File: src/inc/spio_pkg.sv
package spio_pkg;

  // Port geometry
  localparam int unsigned PORT_W = 8;

  // Register byte offsets within the slave window
  localparam int unsigned DEC_W       = 12;
  localparam logic [11:0] ADDR_DIR    = 12'h000;
  localparam logic [11:0] ADDR_DATA   = 12'h004;

  // Reset values
  localparam logic [7:0] DIR_RESET    = 8'h00;
  localparam logic [7:0] DATA_RESET   = 8'h00;

  // Pin positions of the shared functions
  localparam int unsigned PIN_SER_TX  = 0;
  localparam int unsigned PIN_SER_RX  = 1;
  localparam int unsigned PIN_SER_CLK = 2;
  localparam int unsigned PIN_T1_CLK  = 3;
  localparam int unsigned PIN_T1_CMP  = 4;
  localparam int unsigned PIN_T1_RST  = 5;
  localparam int unsigned PIN_PWM0    = 6;
  localparam int unsigned PIN_PWM1    = 7;

  // Field codes of the neighbouring peripherals
  localparam logic [1:0] CLEAR_BY_PIN = 2'b11;
  localparam logic [3:0] CMP_OUT_OFF  = 4'h0;

  // AHB-Lite codes
  localparam logic [1:0] HTRANS_NONSEQ = 2'b10;
  localparam logic       HRESP_OKAY    = 1'b0;

  // Control bits taken from the pwm, timer and serial units
  typedef struct packed {
    logic       pwm_chan_b_out_en;
    logic       pwm_chan_a_out_en;
    logic [1:0] timer1_clear_sel;
    logic [1:0] timer0_clear_sel;
    logic [3:0] timer1_compare_output_select;
    logic [3:0] timer0_compare_output_select;
    logic       timer1_ext_clk_sel;
    logic       timer0_ext_clk_sel;
    logic       serial_clk_enable_hi;
    logic       serial_clk_enable_lo;
    logic       serial_sync_mode;
    logic       receive_enable;
    logic       transmit_enable;
  } spio_ctl_t;

  // Levels that peripherals want driven onto pins
  typedef struct packed {
    logic pwm_out_1;
    logic pwm_out_0;
    logic timer1_compare_out;
    logic timer0_compare_out;
    logic serial_clock_out;
    logic serial_transmit;
  } spio_drv_t;

  // Pin levels handed to peripherals
  typedef struct packed {
    logic timer1_reset_in;
    logic timer1_ext_clock_in;
    logic timer0_reset_in;
    logic timer0_ext_clock_in;
    logic serial_clock_in;
    logic serial_receive;
  } spio_feed_t;

  // Whole state of the port
  typedef struct packed {
    logic [7:0]  dir;
    logic [7:0]  data;
    logic [7:0]  sync1;
    logic [7:0]  sync2;
    logic [7:0]  pin_out;
    logic [7:0]  pin_oe;
    spio_feed_t  feed;
    logic        dph_wr;
    logic [11:0] dph_addr;
    logic [31:0] rdata;
  } spio_state_t;

endpackage

File: src/spio_port.sv
// Decided for this implementation: the register offsets and register access over AHB-Lite.
`timescale 1ns/1ps
// How it works
// - Eight pins, each with its own direction bit and output data bit.
// - Direction bit 1 makes an output, 0 an input; write-only, resets to 0.
// - Reading the port returns stored data for pins whose direction is 1.
// - Reading the port returns the sampled pin level for pins whose direction is 0.
// - In software standby pwm and serial are off; timers and port registers rule.
// - Pin 7 drives pwm output 1 while channel B output enable is 1.
// - Pin 6 drives pwm output 0 while channel A output enable is 1.
// - Pin 5 is plain I/O, and feeds timer 1 reset when clear select is 11.
// - Pin 4 drives timer 1 compare output when its output select is nonzero.
// - Pin 3 is plain I/O, and supplies timer 1 external clock when selected.
// - Pin 2 is serial clock input, clock output, or plain I/O by clock enables and sync mode.
// - Pin 2 also feeds timer 0 reset when its clear select is 11.
// - Pin 1: timer 0 compare out, else serial receive input, else plain I/O.
// - Pin 0 drives serial transmit while transmit enable is 1.
// - Pin 0 also supplies timer 0 external clock when that clock is selected.
// - Multiplexing and register behaviour are the same in every chip mode.
// - Output data register is read/write and resets to all zeros.
module spio_port (
  input  wire logic                hclk,
  input  wire logic                hresetn,
  input  wire logic                hsel,
  input  wire logic [31:0]         haddr,
  input  wire logic [1:0]          htrans,
  input  wire logic                hwrite,
  input  wire logic [2:0]          hsize,
  input  wire logic [31:0]         hwdata,
  input  wire logic                hready,
  output logic                     hreadyout,
  output logic                     hresp,
  output logic [31:0]              hrdata,
  input  wire logic                standby,
  input  wire spio_pkg::spio_ctl_t ctl,
  input  wire spio_pkg::spio_drv_t drv,
  input  wire logic [7:0]          pin_in,
  output logic [7:0]               pin_out,
  output logic [7:0]               pin_oe,
  output spio_pkg::spio_feed_t     feed
);

  spio_pkg::spio_state_t s_q;
  spio_pkg::spio_state_t s_d;

  // Effective peripheral enables after the standby override
  logic       pwm_b_on;
  logic       pwm_a_on;
  logic       tx_on;
  logic       rx_on;
  logic       clk_in_on;
  logic       clk_out_on;
  logic       t1_cmp_on;
  logic       t0_cmp_on;
  logic       addr_take;
  logic [7:0] wdata_byte;
  logic [7:0] port_view;

  // Standby resets pwm and serial, so their claims on pins drop out
  always_comb begin
    pwm_b_on   = ctl.pwm_chan_b_out_en & ~standby;
    pwm_a_on   = ctl.pwm_chan_a_out_en & ~standby;
    tx_on      = ctl.transmit_enable & ~standby;
    rx_on      = ctl.receive_enable & ~standby;
    clk_in_on  = ctl.serial_clk_enable_hi & ~standby;
    clk_out_on = ~ctl.serial_clk_enable_hi & ~standby
                 & (ctl.serial_sync_mode | ctl.serial_clk_enable_lo);
    // Timers keep running in standby and still own their pins
    t1_cmp_on  = ctl.timer1_compare_output_select != spio_pkg::CMP_OUT_OFF;
    t0_cmp_on  = ctl.timer0_compare_output_select != spio_pkg::CMP_OUT_OFF;
  end

  // Bus address phase taken only when the previous transfer has completed
  assign addr_take  = hsel & hready & (htrans == spio_pkg::HTRANS_NONSEQ);
  assign wdata_byte = hwdata[7:0];

  always_comb begin
    s_d = s_q;

    // Two-stage synchroniser; only the second stage is looked at
    s_d.sync1 = pin_in;
    s_d.sync2 = s_q.sync1;

    // Data-phase writes; no mode input exists, so decode never varies
    if (s_q.dph_wr) begin
      if (s_q.dph_addr == spio_pkg::ADDR_DIR) begin
        s_d.dir = wdata_byte;
      end else if (s_q.dph_addr == spio_pkg::ADDR_DATA) begin
        s_d.data = wdata_byte;
      end
    end

    // Per-bit read mux uses the just-written registers for back-to-back access
    port_view = (s_d.data & s_d.dir)
                | (s_q.sync2 & ~s_d.dir);

    // Address phase; reads prepared now so the data phase has no wait state
    s_d.dph_wr = 1'b0;
    if (addr_take) begin
      s_d.dph_wr   = hwrite;
      s_d.dph_addr = haddr[11:0];
      s_d.rdata    = 32'h0000_0000;
      if (!hwrite && haddr[11:0] == spio_pkg::ADDR_DATA) begin
        s_d.rdata = {24'h00_0000, port_view};
      end
      // Direction is write-only and unmapped offsets read zero
    end

    // Default general-purpose behaviour on every pin
    s_d.pin_oe  = s_d.dir;
    s_d.pin_out = s_d.data;

    // Pin 7: pwm output 1 overrides, registers left intact
    if (pwm_b_on) begin
      s_d.pin_oe[spio_pkg::PIN_PWM1]  = 1'b1;
      s_d.pin_out[spio_pkg::PIN_PWM1] = drv.pwm_out_1;
    end

    // Pin 6: pwm output 0
    if (pwm_a_on) begin
      s_d.pin_oe[spio_pkg::PIN_PWM0]  = 1'b1;
      s_d.pin_out[spio_pkg::PIN_PWM0] = drv.pwm_out_0;
    end

    // Pin 4: timer 1 compare output
    if (t1_cmp_on) begin
      s_d.pin_oe[spio_pkg::PIN_T1_CMP]  = 1'b1;
      s_d.pin_out[spio_pkg::PIN_T1_CMP] = drv.timer1_compare_out;
    end

    // Pin 2: serial clock; input wins over output
    if (clk_in_on) begin
      s_d.pin_oe[spio_pkg::PIN_SER_CLK]  = 1'b0;
      s_d.pin_out[spio_pkg::PIN_SER_CLK] = 1'b0;
    end else if (clk_out_on) begin
      s_d.pin_oe[spio_pkg::PIN_SER_CLK]  = 1'b1;
      s_d.pin_out[spio_pkg::PIN_SER_CLK] = drv.serial_clock_out;
    end

    // Pin 1: compare output ahead of receive; software keeps them apart
    if (t0_cmp_on) begin
      s_d.pin_oe[spio_pkg::PIN_SER_RX]  = 1'b1;
      s_d.pin_out[spio_pkg::PIN_SER_RX] = drv.timer0_compare_out;
    end else if (rx_on) begin
      s_d.pin_oe[spio_pkg::PIN_SER_RX]  = 1'b0;
      s_d.pin_out[spio_pkg::PIN_SER_RX] = 1'b0;
    end

    // Pin 0: serial or infrared transmit
    if (tx_on) begin
      s_d.pin_oe[spio_pkg::PIN_SER_TX]  = 1'b1;
      s_d.pin_out[spio_pkg::PIN_SER_TX] = drv.serial_transmit;
    end

    // Feeds to peripherals come from synchronised levels and stay low when unused
    s_d.feed.timer1_reset_in     = (ctl.timer1_clear_sel == spio_pkg::CLEAR_BY_PIN)
                                   & s_q.sync2[spio_pkg::PIN_T1_RST];
    s_d.feed.timer1_ext_clock_in = ctl.timer1_ext_clk_sel
                                   & s_q.sync2[spio_pkg::PIN_T1_CLK];
    s_d.feed.timer0_reset_in     = (ctl.timer0_clear_sel == spio_pkg::CLEAR_BY_PIN)
                                   & s_q.sync2[spio_pkg::PIN_SER_CLK];
    s_d.feed.timer0_ext_clock_in = ctl.timer0_ext_clk_sel
                                   & s_q.sync2[spio_pkg::PIN_SER_TX];
    s_d.feed.serial_clock_in     = clk_in_on & s_q.sync2[spio_pkg::PIN_SER_CLK];
    // Receive path is cut while the compare output owns the pin
    s_d.feed.serial_receive      = rx_on & ~t0_cmp_on
                                   & s_q.sync2[spio_pkg::PIN_SER_RX];
  end

  // Single state register; async reset loads constants only
  always_ff @(posedge hclk or negedge hresetn) begin
    if (!hresetn) begin
      s_q          <= '0;
      s_q.dir      <= spio_pkg::DIR_RESET;
      s_q.data     <= spio_pkg::DATA_RESET;
    end else begin
      s_q <= s_d;
    end
  end

  // Zero-wait slave: always ready, always OKAY, so these are constant flops
  logic ready_q;
  logic resp_q;

  always_ff @(posedge hclk or negedge hresetn) begin
    if (!hresetn) begin
      ready_q <= 1'b1;
      resp_q  <= spio_pkg::HRESP_OKAY;
    end else begin
      ready_q <= 1'b1;
      resp_q  <= spio_pkg::HRESP_OKAY;
    end
  end

  // Outputs straight from flops
  assign hreadyout = ready_q;
  assign hresp     = resp_q;
  assign hrdata    = s_q.rdata;
  assign pin_out   = s_q.pin_out;
  assign pin_oe    = s_q.pin_oe;
  assign feed      = s_q.feed;

  // Transfer size is not checked; only byte lane 0 carries register bits
  logic unused_ok;
  assign unused_ok = ^{hsize, hwdata[31:8], haddr[31:12]};

endmodule

File: config.mk
export PLATFORM = sky130hd
export DESIGN_NAME = spio_port
export DESIGN_NICKNAME = d
export VERILOG_FILES = /design/src/inc/spio_pkg.sv /design/src/spio_port.sv
export SDC_FILE = /design/constraint.sdc
export NUM_CORES = 1
export LEC_CHECK = 0
export BUFFER_PORTS_ARGS = -buffer_cell sky130_fd_sc_hd__buf_4
export CORE_UTILIZATION = 30
export DETAILED_ROUTE_END_ITERATION = 7
export HOLD_SLACK_MARGIN = 0.15
export SETUP_SLACK_MARGIN = 0.1
export SYNTH_ARGS = -nofsm -noshare
export SYNTH_HDL_FRONTEND = slang
export SYNTH_SLANG_ARGS = --single-unit
File: constraint.sdc
create_clock -name hclk -period 4.7 [get_ports hclk]
set_input_delay 0.705 -clock hclk [delete_from_list [all_inputs] [get_ports hclk]]
set_output_delay 0.705 -clock hclk [all_outputs]
set_load 0.03 [all_outputs]
==> results.sh, run 1 <==
export IMPL_timing_final_hold_violations=0
export IMPL_clock_sink_count=71
export IMPL_layout_cell_area_non_filler_um2=3980
export IMPL_synth_warnings=0
export IMPL_synth_yosys_seq_area_share_pct=53.2
export IMPL_hold_path_startpoint="s_d[68]"
export IMPL_ff2ff_setup_slack_ns=2.31
export IMPL_route_final_wire_length_um=6750
export IMPL_power_frac_clock_pct=30.9
export IMPL_comb_power_share_pct=14.8
export IMPL_switching_share_pct=27.6
export IMPL_path_cells="nor4_4, nand3_1, or4b_1, nand4_1, o21ai_2"
export IMPL_total_power_w=0.00128
export IMPL_placedInstanceArea_um2=3830
export IMPL_syn_area_um2=3340
export IMPL_criticalPathCategory="reg -> reg"
export IMPL_grt_use_met2_pct=20.0
export IMPL_wire_length_of_the_first_global_routing_pass_um=10500
export IMPL_peakVddDrop_mv=0.112
export IMPL_cts_buffers=9
export IMPL_initial_utilization_pct=30.8
export IMPL_post_synth_num_cell_types=43
export IMPL_final_layout_size_suffix_gt1_share_pct=41.4
export IMPL_dp_final_hpwl_um=4690
export IMPL_slowest_delay_ns=0.66
export IMPL_drt_first_iter_violations=48
export IMPL_worst_setup_hold_path_clk_slew_ns=0.07
export IMPL_critPathTopFamily="simple AND/OR/NAND/NOR gates"
export IMPL_antenna_found_initial=0
export IMPL_tritoncts="yes"
export IMPL_drtPass1Iterations=4
export IMPL_top_count_cell_post_synth="dfrtp_1"
export IMPL_finClkSkew_ns=0.00714
export IMPL_synth_top_area_share_pct=53.2
export IMPL_post_cts_setup_driven_buffer_insertion_count=0
export IMPL_htree_num_levels=3
export IMPL_timing_max_transition_violations_final=0
export IMPL_gpl_final_weighted_congestion=0.686
export IMPL_groute_layer_met1_usage_pct=15.2
export IMPL_timing_max_slew_rel_slack_pct=38.7
export IMPL_final_min_period_over_clock_period_pct=50.8
export IMPL_final_net_count=450
export IMPL_holdCritPathClass="reg -> reg"
export IMPL_grt_util_all_layers_pct=12.3
export IMPL_number_of_enable_type_register_cells_in_the_synthesized_netlist=0
export IMPL_drv_cap=0
export IMPL_power_per_cell_area_nw_per_um2=323
export IMPL_crit_path_end_kind="flip-flop"
export IMPL_worstRegToRegCells=5
export IMPL_floorplan_die_height_um=108
export IMPL_core_area_um2=10800
export IMPL_dominantRegCellSynth="dfrtp_1"
export IMPL_grt_start_max_net_pins=72
export IMPL_detail_route_drc_violations=0
export IMPL_grt_setup_unrepaired="no"
export IMPL_grt_ovfl_total=0
export IMPL_root_buffer="clkbuf_8"
export IMPL_antenna_diode_count=0
export IMPL_synth_seq_cells=71
export IMPL_buffer_ports_inserted=92
export IMPL_asyncSetResetFlopFracSynth_pct=100
export IMPL_globalRoute_busiestLayer="met2"
export IMPL_worst_hold_path_depth=0
export IMPL_worst_skew_pair_late_latency_ns=0.34
export IMPL_holdPathEnd="s_q[68]"
export IMPL_rows=38
export IMPL_route_vias_total=2146
export IMPL_p_sw_w=0.000355
export IMPL_cp_data_required_time_ns=4.93
export IMPL_dieArea_um2=11600
export IMPL_avgSynthCellArea_um2=12.2
export IMPL_drtAntennaViolNets=0
export IMPL_die_x_um=108
export IMPL_yosys_area_top_type="dfrtp_1"
export IMPL_cts_resized=0
export IMPL_worst_slew_pin_slew_ns=0.920
export IMPL_p_int_w=0.000930
export IMPL_detail_route_wl_per_cell_um=14.0
export IMPL_grt_util_met3_pct=3.75
export IMPL_netlist_top_cells_count="dfrtp_1, buf_4, mux2_2"
export IMPL_cp_start_kind="flip-flop"
export IMPL_grt_pass1_vias=2073
export IMPL_status="completed"
export IMPL_area_delta_synth_final_pct=19.0
export IMPL_leakagePower_nw=1.90
export IMPL_setup_tns_ns=0
export IMPL_critPathSlowestCell="or4b_1"
export IMPL_whs_ns=0.347
export IMPL_post_cts_hold_buffer_count=0
export IMPL_crit_reg2reg_launch="s_q[37]"
export IMPL_post_route_min_period_ns=2.39
export IMPL_max_freq_ghz=0.419
export IMPL_critPathBufInv=0
export IMPL_report_final_setup_viol=0
export IMPL_power_frac_seq_pct=54.3
export IMPL_worst_ep_arrival_time_ns=2.62
export IMPL_regToRegEndpoint="hrdata[6]"
export IMPL_ioPinCount=166
export IMPL_clock_path_buffers=2
export IMPL_cell_count_after_synthesis=275
export IMPL_drt_vias_per_instance=4.44
export IMPL_critical_path_max_fanout=15
export IMPL_ys_top_cells_by_area="dfrtp_1, buf_4, mux2_2, mux2_4, nand2_1"
## worst max-delay path by stage
stage | startpoint | to | slack (ns) | depth (start not counted)
after floorplan | s_q[33] | hrdata[6] | 2.88 | 7
after global placement | haddr[5] | hrdata[1] | 2.16 | 6
after detailed placement | haddr[5] | hrdata[1] | 2.16 | 6
after CTS | s_q[37] | hrdata[6] | 2.28 | 5
after global routing | s_q[40] | hrdata[2] | 2.20 | 5
final | s_q[37] | hrdata[6] | 2.31 | 5
## power by group through the flow
stage | combinational, W | sequential, W | clock, W
after floorplan | 0.000146 | 0.000694 | 0
after global placement | 0.000189 | 0.000707 | 0
after detailed placement | 0.000193 | 0.000709 | 0
after CTS | 0.000194 | 0.000697 | 0.000416
after global routing | 0.000207 | 0.000701 | 0.000445
final | 0.000190 | 0.000697 | 0.000397
## per-layer routing
metal / vias to the layer above / share of wire, %
li1: 1000 / -
met1: 1066 / 43
met2: 74 / 50
met3: 6 / 5.9
met4: 0 / 1.1
met5: - / 0
## cell usage in the layout, fill, tap and decap left out, types with 4 or more instances in the layout
master,synthesis,final
o21ai_0,9,9
nand4_1,5,5
nand2b_1,4,4
and3_1,4,4
nand3b_1,9,9
conb_1,2,26
clkbuf_8,0,9
mux2_4,10,10
inv_1,4,4
dfrtp_1,71,71
nor2_1,13,13
buf_4,56,93
nand2_1,19,19
mux2_2,21,21
## flip-flops by register name (all words and copies together), names as in the netlist
register / flops
feed: 6
hrdata: 8
pin_oe: 8
pin_out: 8
s_d: 8
s_q: 33
## cell type report
cell class                      count  area, um^2
Tap cell                          140         175
Inverter                            4        15.0
Timing Repair Buffer               93         698
Clock inverter                      2        10.0
Clock buffer                       12         135
Sequential cell                    71        1780
Fill cell                        1116        6860
Multi-Input combinational cell    161        1170
## per-stage QoR
stage                     util (%)  instances  worst slack [ns]
after floorplan                  -        299              2.88
after detailed placement      35.3        469              2.16
after global placement        35.3        469              2.16
after global routing          36.7        483              2.20
final                         36.7        483              2.31
after CTS                     36.7        483              2.28
## kinds of logic (layout without fill, tap and decap cells)
logic type,after synthesis,after routing,share of synthesized area [%]
AOI/OAI and AO/OA,22,22,4.53
buffers and inverters,67,111,14.6
other,2,26,0.225
and+or+nand+nor,80,80,15.3
muxes,33,33,12.2
DFF,71,71,53.2
(Power assumes the default switching activity.)
==> run 2, diff against run 1 <==
--- a/config.mk
+++ b/config.mk
@@ -5,6 +5,7 @@
 export SDC_FILE = /design/constraint.sdc
 export NUM_CORES = 1
 export LEC_CHECK = 0
+export ABC_AREA = 1
 export BUFFER_PORTS_ARGS = -buffer_cell sky130_fd_sc_hd__buf_4
 export CORE_UTILIZATION = 30
 export DETAILED_ROUTE_END_ITERATION = 7
==> constraint.sdc (replaced) <==
create_clock -name hclk -period 2.05 [get_ports hclk]
set_input_delay 0.3075 -clock hclk [delete_from_list [all_inputs] [get_ports hclk]]
set_output_delay 0.3075 -clock hclk [all_outputs]
set_load 0.03 [all_outputs]
==> results.sh, run 2 <==
export IMPL_post_synth_num_cell_types=21
export IMPL_initial_utilization_pct=31.4
export IMPL_antenna_found_initial=0
export IMPL_groute_layer_met1_usage_pct=15.0
export IMPL_critPathSlowestCell="dfrtp_1"
export IMPL_drv_cap=0
export IMPL_critPathTopFamily="simple AND/OR/NAND/NOR gates"
export IMPL_timing_final_hold_violations=0
export IMPL_floorplan_die_height_um=107
export IMPL_multiInputGateArea_um2=992
export IMPL_dieArea_um2=11400
export IMPL_top_count_cell_post_synth="nand2_1"
export IMPL_grt_start_max_net_pins=43
export IMPL_post_route_min_period_ns=1.61
export IMPL_drt_vias_per_instance=4.11
export IMPL_power_per_cell_area_nw_per_um2=782
export IMPL_synth_yosys_seq_area_share_pct=53.9
export IMPL_globalRoute_busiestLayer="met2"
export IMPL_worst_slew_pin_slew_ns=0.834
export IMPL_ioPinCount=166
export IMPL_worst_ep_arrival_time_ns=1.84
export IMPL_report_final_setup_viol=0
export IMPL_status="completed"
export IMPL_buffer_ports_inserted=92
export IMPL_avgSynthCellArea_um2=9.01
export IMPL_ys_top_cells_by_area="dfrtp_1, buf_4, nand2_1, inv_1, nand3_1"
export IMPL_holdCritPathClass="in -> reg"
export IMPL_final_instance_count_excl_fill=588
export IMPL_setup_tns_ns=0
export IMPL_place_detailed_instances=562
export IMPL_wire_length_of_the_first_global_routing_pass_um=10700
export IMPL_number_of_enable_type_register_cells_in_the_synthesized_netlist=0
export IMPL_worst_skew_pair_late_latency_ns=0.34
export IMPL_max_flop_register="s_q"
export IMPL_clock_sink_count=71
export IMPL_syn_area_um2=3300
export IMPL_netlist_top_cells_count="nand2_1, dfrtp_1, buf_4"
export IMPL_layout_cells_most_common="buf_4"
export IMPL_cell_count_after_synthesis=366
export IMPL_dominantRegCellSynth="dfrtp_1"
export IMPL_tritoncts="yes"
export IMPL_die_x_um=107
export IMPL_area_delta_synth_final_pct=25.6
export IMPL_yosys_area_top_type="dfrtp_1"
export IMPL_cp_data_required_time_ns=2.29
export IMPL_root_buffer="clkbuf_8"
export IMPL_core_area_um2=10500
export IMPL_grt_util_all_layers_pct=12.5
export IMPL_grt_setup_unrepaired="no"
export IMPL_dp_final_hpwl_um=4860
export IMPL_ff_latch_area_um2=1780
export IMPL_timing_max_transition_violations_final=0
export IMPL_synth_seq_cells=71
export IMPL_cp_start_kind="flip-flop"
export IMPL_asyncSetResetFlopFracSynth_pct=100
export IMPL_criticalPathCategory="reg -> reg"
export IMPL_final_net_count=557
export IMPL_clock_path_buffers=2
export IMPL_synth_warnings=0
export IMPL_critical_path_max_fanout=9
export IMPL_detail_route_drc_violations=0
export IMPL_rows=37
export IMPL_grt_ovfl_total=0
export IMPL_worst_setup_hold_path_clk_slew_ns=0.08
export IMPL_final_min_period_over_clock_period_pct=78.4
export IMPL_leakagePower_nw=2.29
export IMPL_antenna_diode_count=0
export IMPL_grt_util_met3_pct=3.47
export IMPL_drtAntennaViolNets=0
export IMPL_route_vias_total=2418
export IMPL_detail_route_wl_per_cell_um=11.3
export IMPL_peakVddDrop_mv=0.337
export IMPL_critPathBufInv=1
export IMPL_htree_num_levels=3
export IMPL_drtPass1Iterations=4
export IMPL_gpl_final_weighted_congestion=0.745
export IMPL_final_layout_size_suffix_gt1_share_pct=31.6
export IMPL_fillerInstances=1044
export IMPL_crit_path_end_kind="flip-flop"
export IMPL_cpMostUsedCell="nand2_1"
export IMPL_timing_max_slew_rel_slack_pct=44.3
export IMPL_max_freq_ghz=0.622
export IMPL_path_cells="nor2_1, nand2_1, nor2_4, nand2_4, nand2_1, nand2_2, o21ai_1, inv_1"
export IMPL_final_cell_mix="buf_4, nand2_1, dfrtp_1, inv_1, nand3_1"
export IMPL_drt_first_iter_violations=73
export IMPL_largest_register_ffs=33
export IMPL_route_final_wire_length_um=6660
export IMPL_grt_use_met2_pct=20.6
export IMPL_grt_pass1_vias=2309
export IMPL_finClkSkew_ns=0.0104
export IMPL_slowest_delay_ns=0.38
export IMPL_synth_top_area_share_pct=53.9
export IMPL_cts_buffers=9
run 2: worst reg2reg max path: stages, from the launching register on:
cell     delay, ns
dfrtp_1       0.38
nor2_1        0.15
nand2_1       0.11
nor2_4        0.29
nand2_4       0.19
nand2_1       0.14
nand2_2       0.07
o21ai_1       0.12
inv_1         0.05
run 2: kinds of logic after synthesis:
logic type,synth area share (%)
AOI/OAI and AO/OA,1.71
buffers and inverters,18.8
DFF,53.9
other,0.228
and+or+nand+nor,25.4
run 2: layout make-up:
type	instances	share of cell area, %
tap	136	4.11
timing repair buffer	106	20.1
multi-input combinational	213	24.0
clock buffer	9	2.99
sequential	71	42.9
inverter	46	4.17
clock inverter	7	1.75
run 2: power breakdown:
group,switching [W],internal [W]
Sequential,0.0000526,0.00152
Clock,0.000543,0.000563
Combinational,0.000345,0.000217
run 2: routing by layer:
metal  vias to the layer above  wire [um]
met5                         -          0
met2                        90       3190
met1                      1117       2920
met4                         0        111
met3                        13        444
li1                       1198          -
run 2: final timing paths:
path | from | end | slack, ns | depth (start not counted)
worst max-delay path | s_q[33] | pin_oe[2] | 0.44 | 8
worst min-delay path | ctl[6] | feed[4] | 0.16 | 3
worst max register to register | s_q[33] | pin_oe[2] | 0.44 | 8
worst min register to register | s_d[69] | s_q[69] | 0.35 | 0
max in group asynchronous | hresetn | s_q[87] | 1.04 | 3
min in group asynchronous | hresetn | feed[2] | 0.44 | 2
run 2: what timing repair did:
action,in CTS,in global routing
endpoints found under the setup margin,0,0
hold buffers,10,0
gates resized for setup,0,0
hold endpoints to repair,38,0
buffers inserted,0,0
run 2: stage by stage:
step | setup WS (ns) | util [%] | hold slack [ns] | area (um^2) | total power (W)
after CTS | 0.369 | 39.4 | 0.151 | 4140 | 0.00329
after global routing | 0.283 | 39.4 | 0.162 | 4140 | 0.00341
after global placement | 0.433 | 36.6 | 0.257 | 3840 | 0.00214
final | 0.442 | 39.4 | 0.161 | 4140 | 0.00324
after floorplan | 0.675 | - | 0.0119 | 3390 | 0.00200
after detailed placement | 0.392 | 36.6 | 0.262 | 3840 | 0.00215
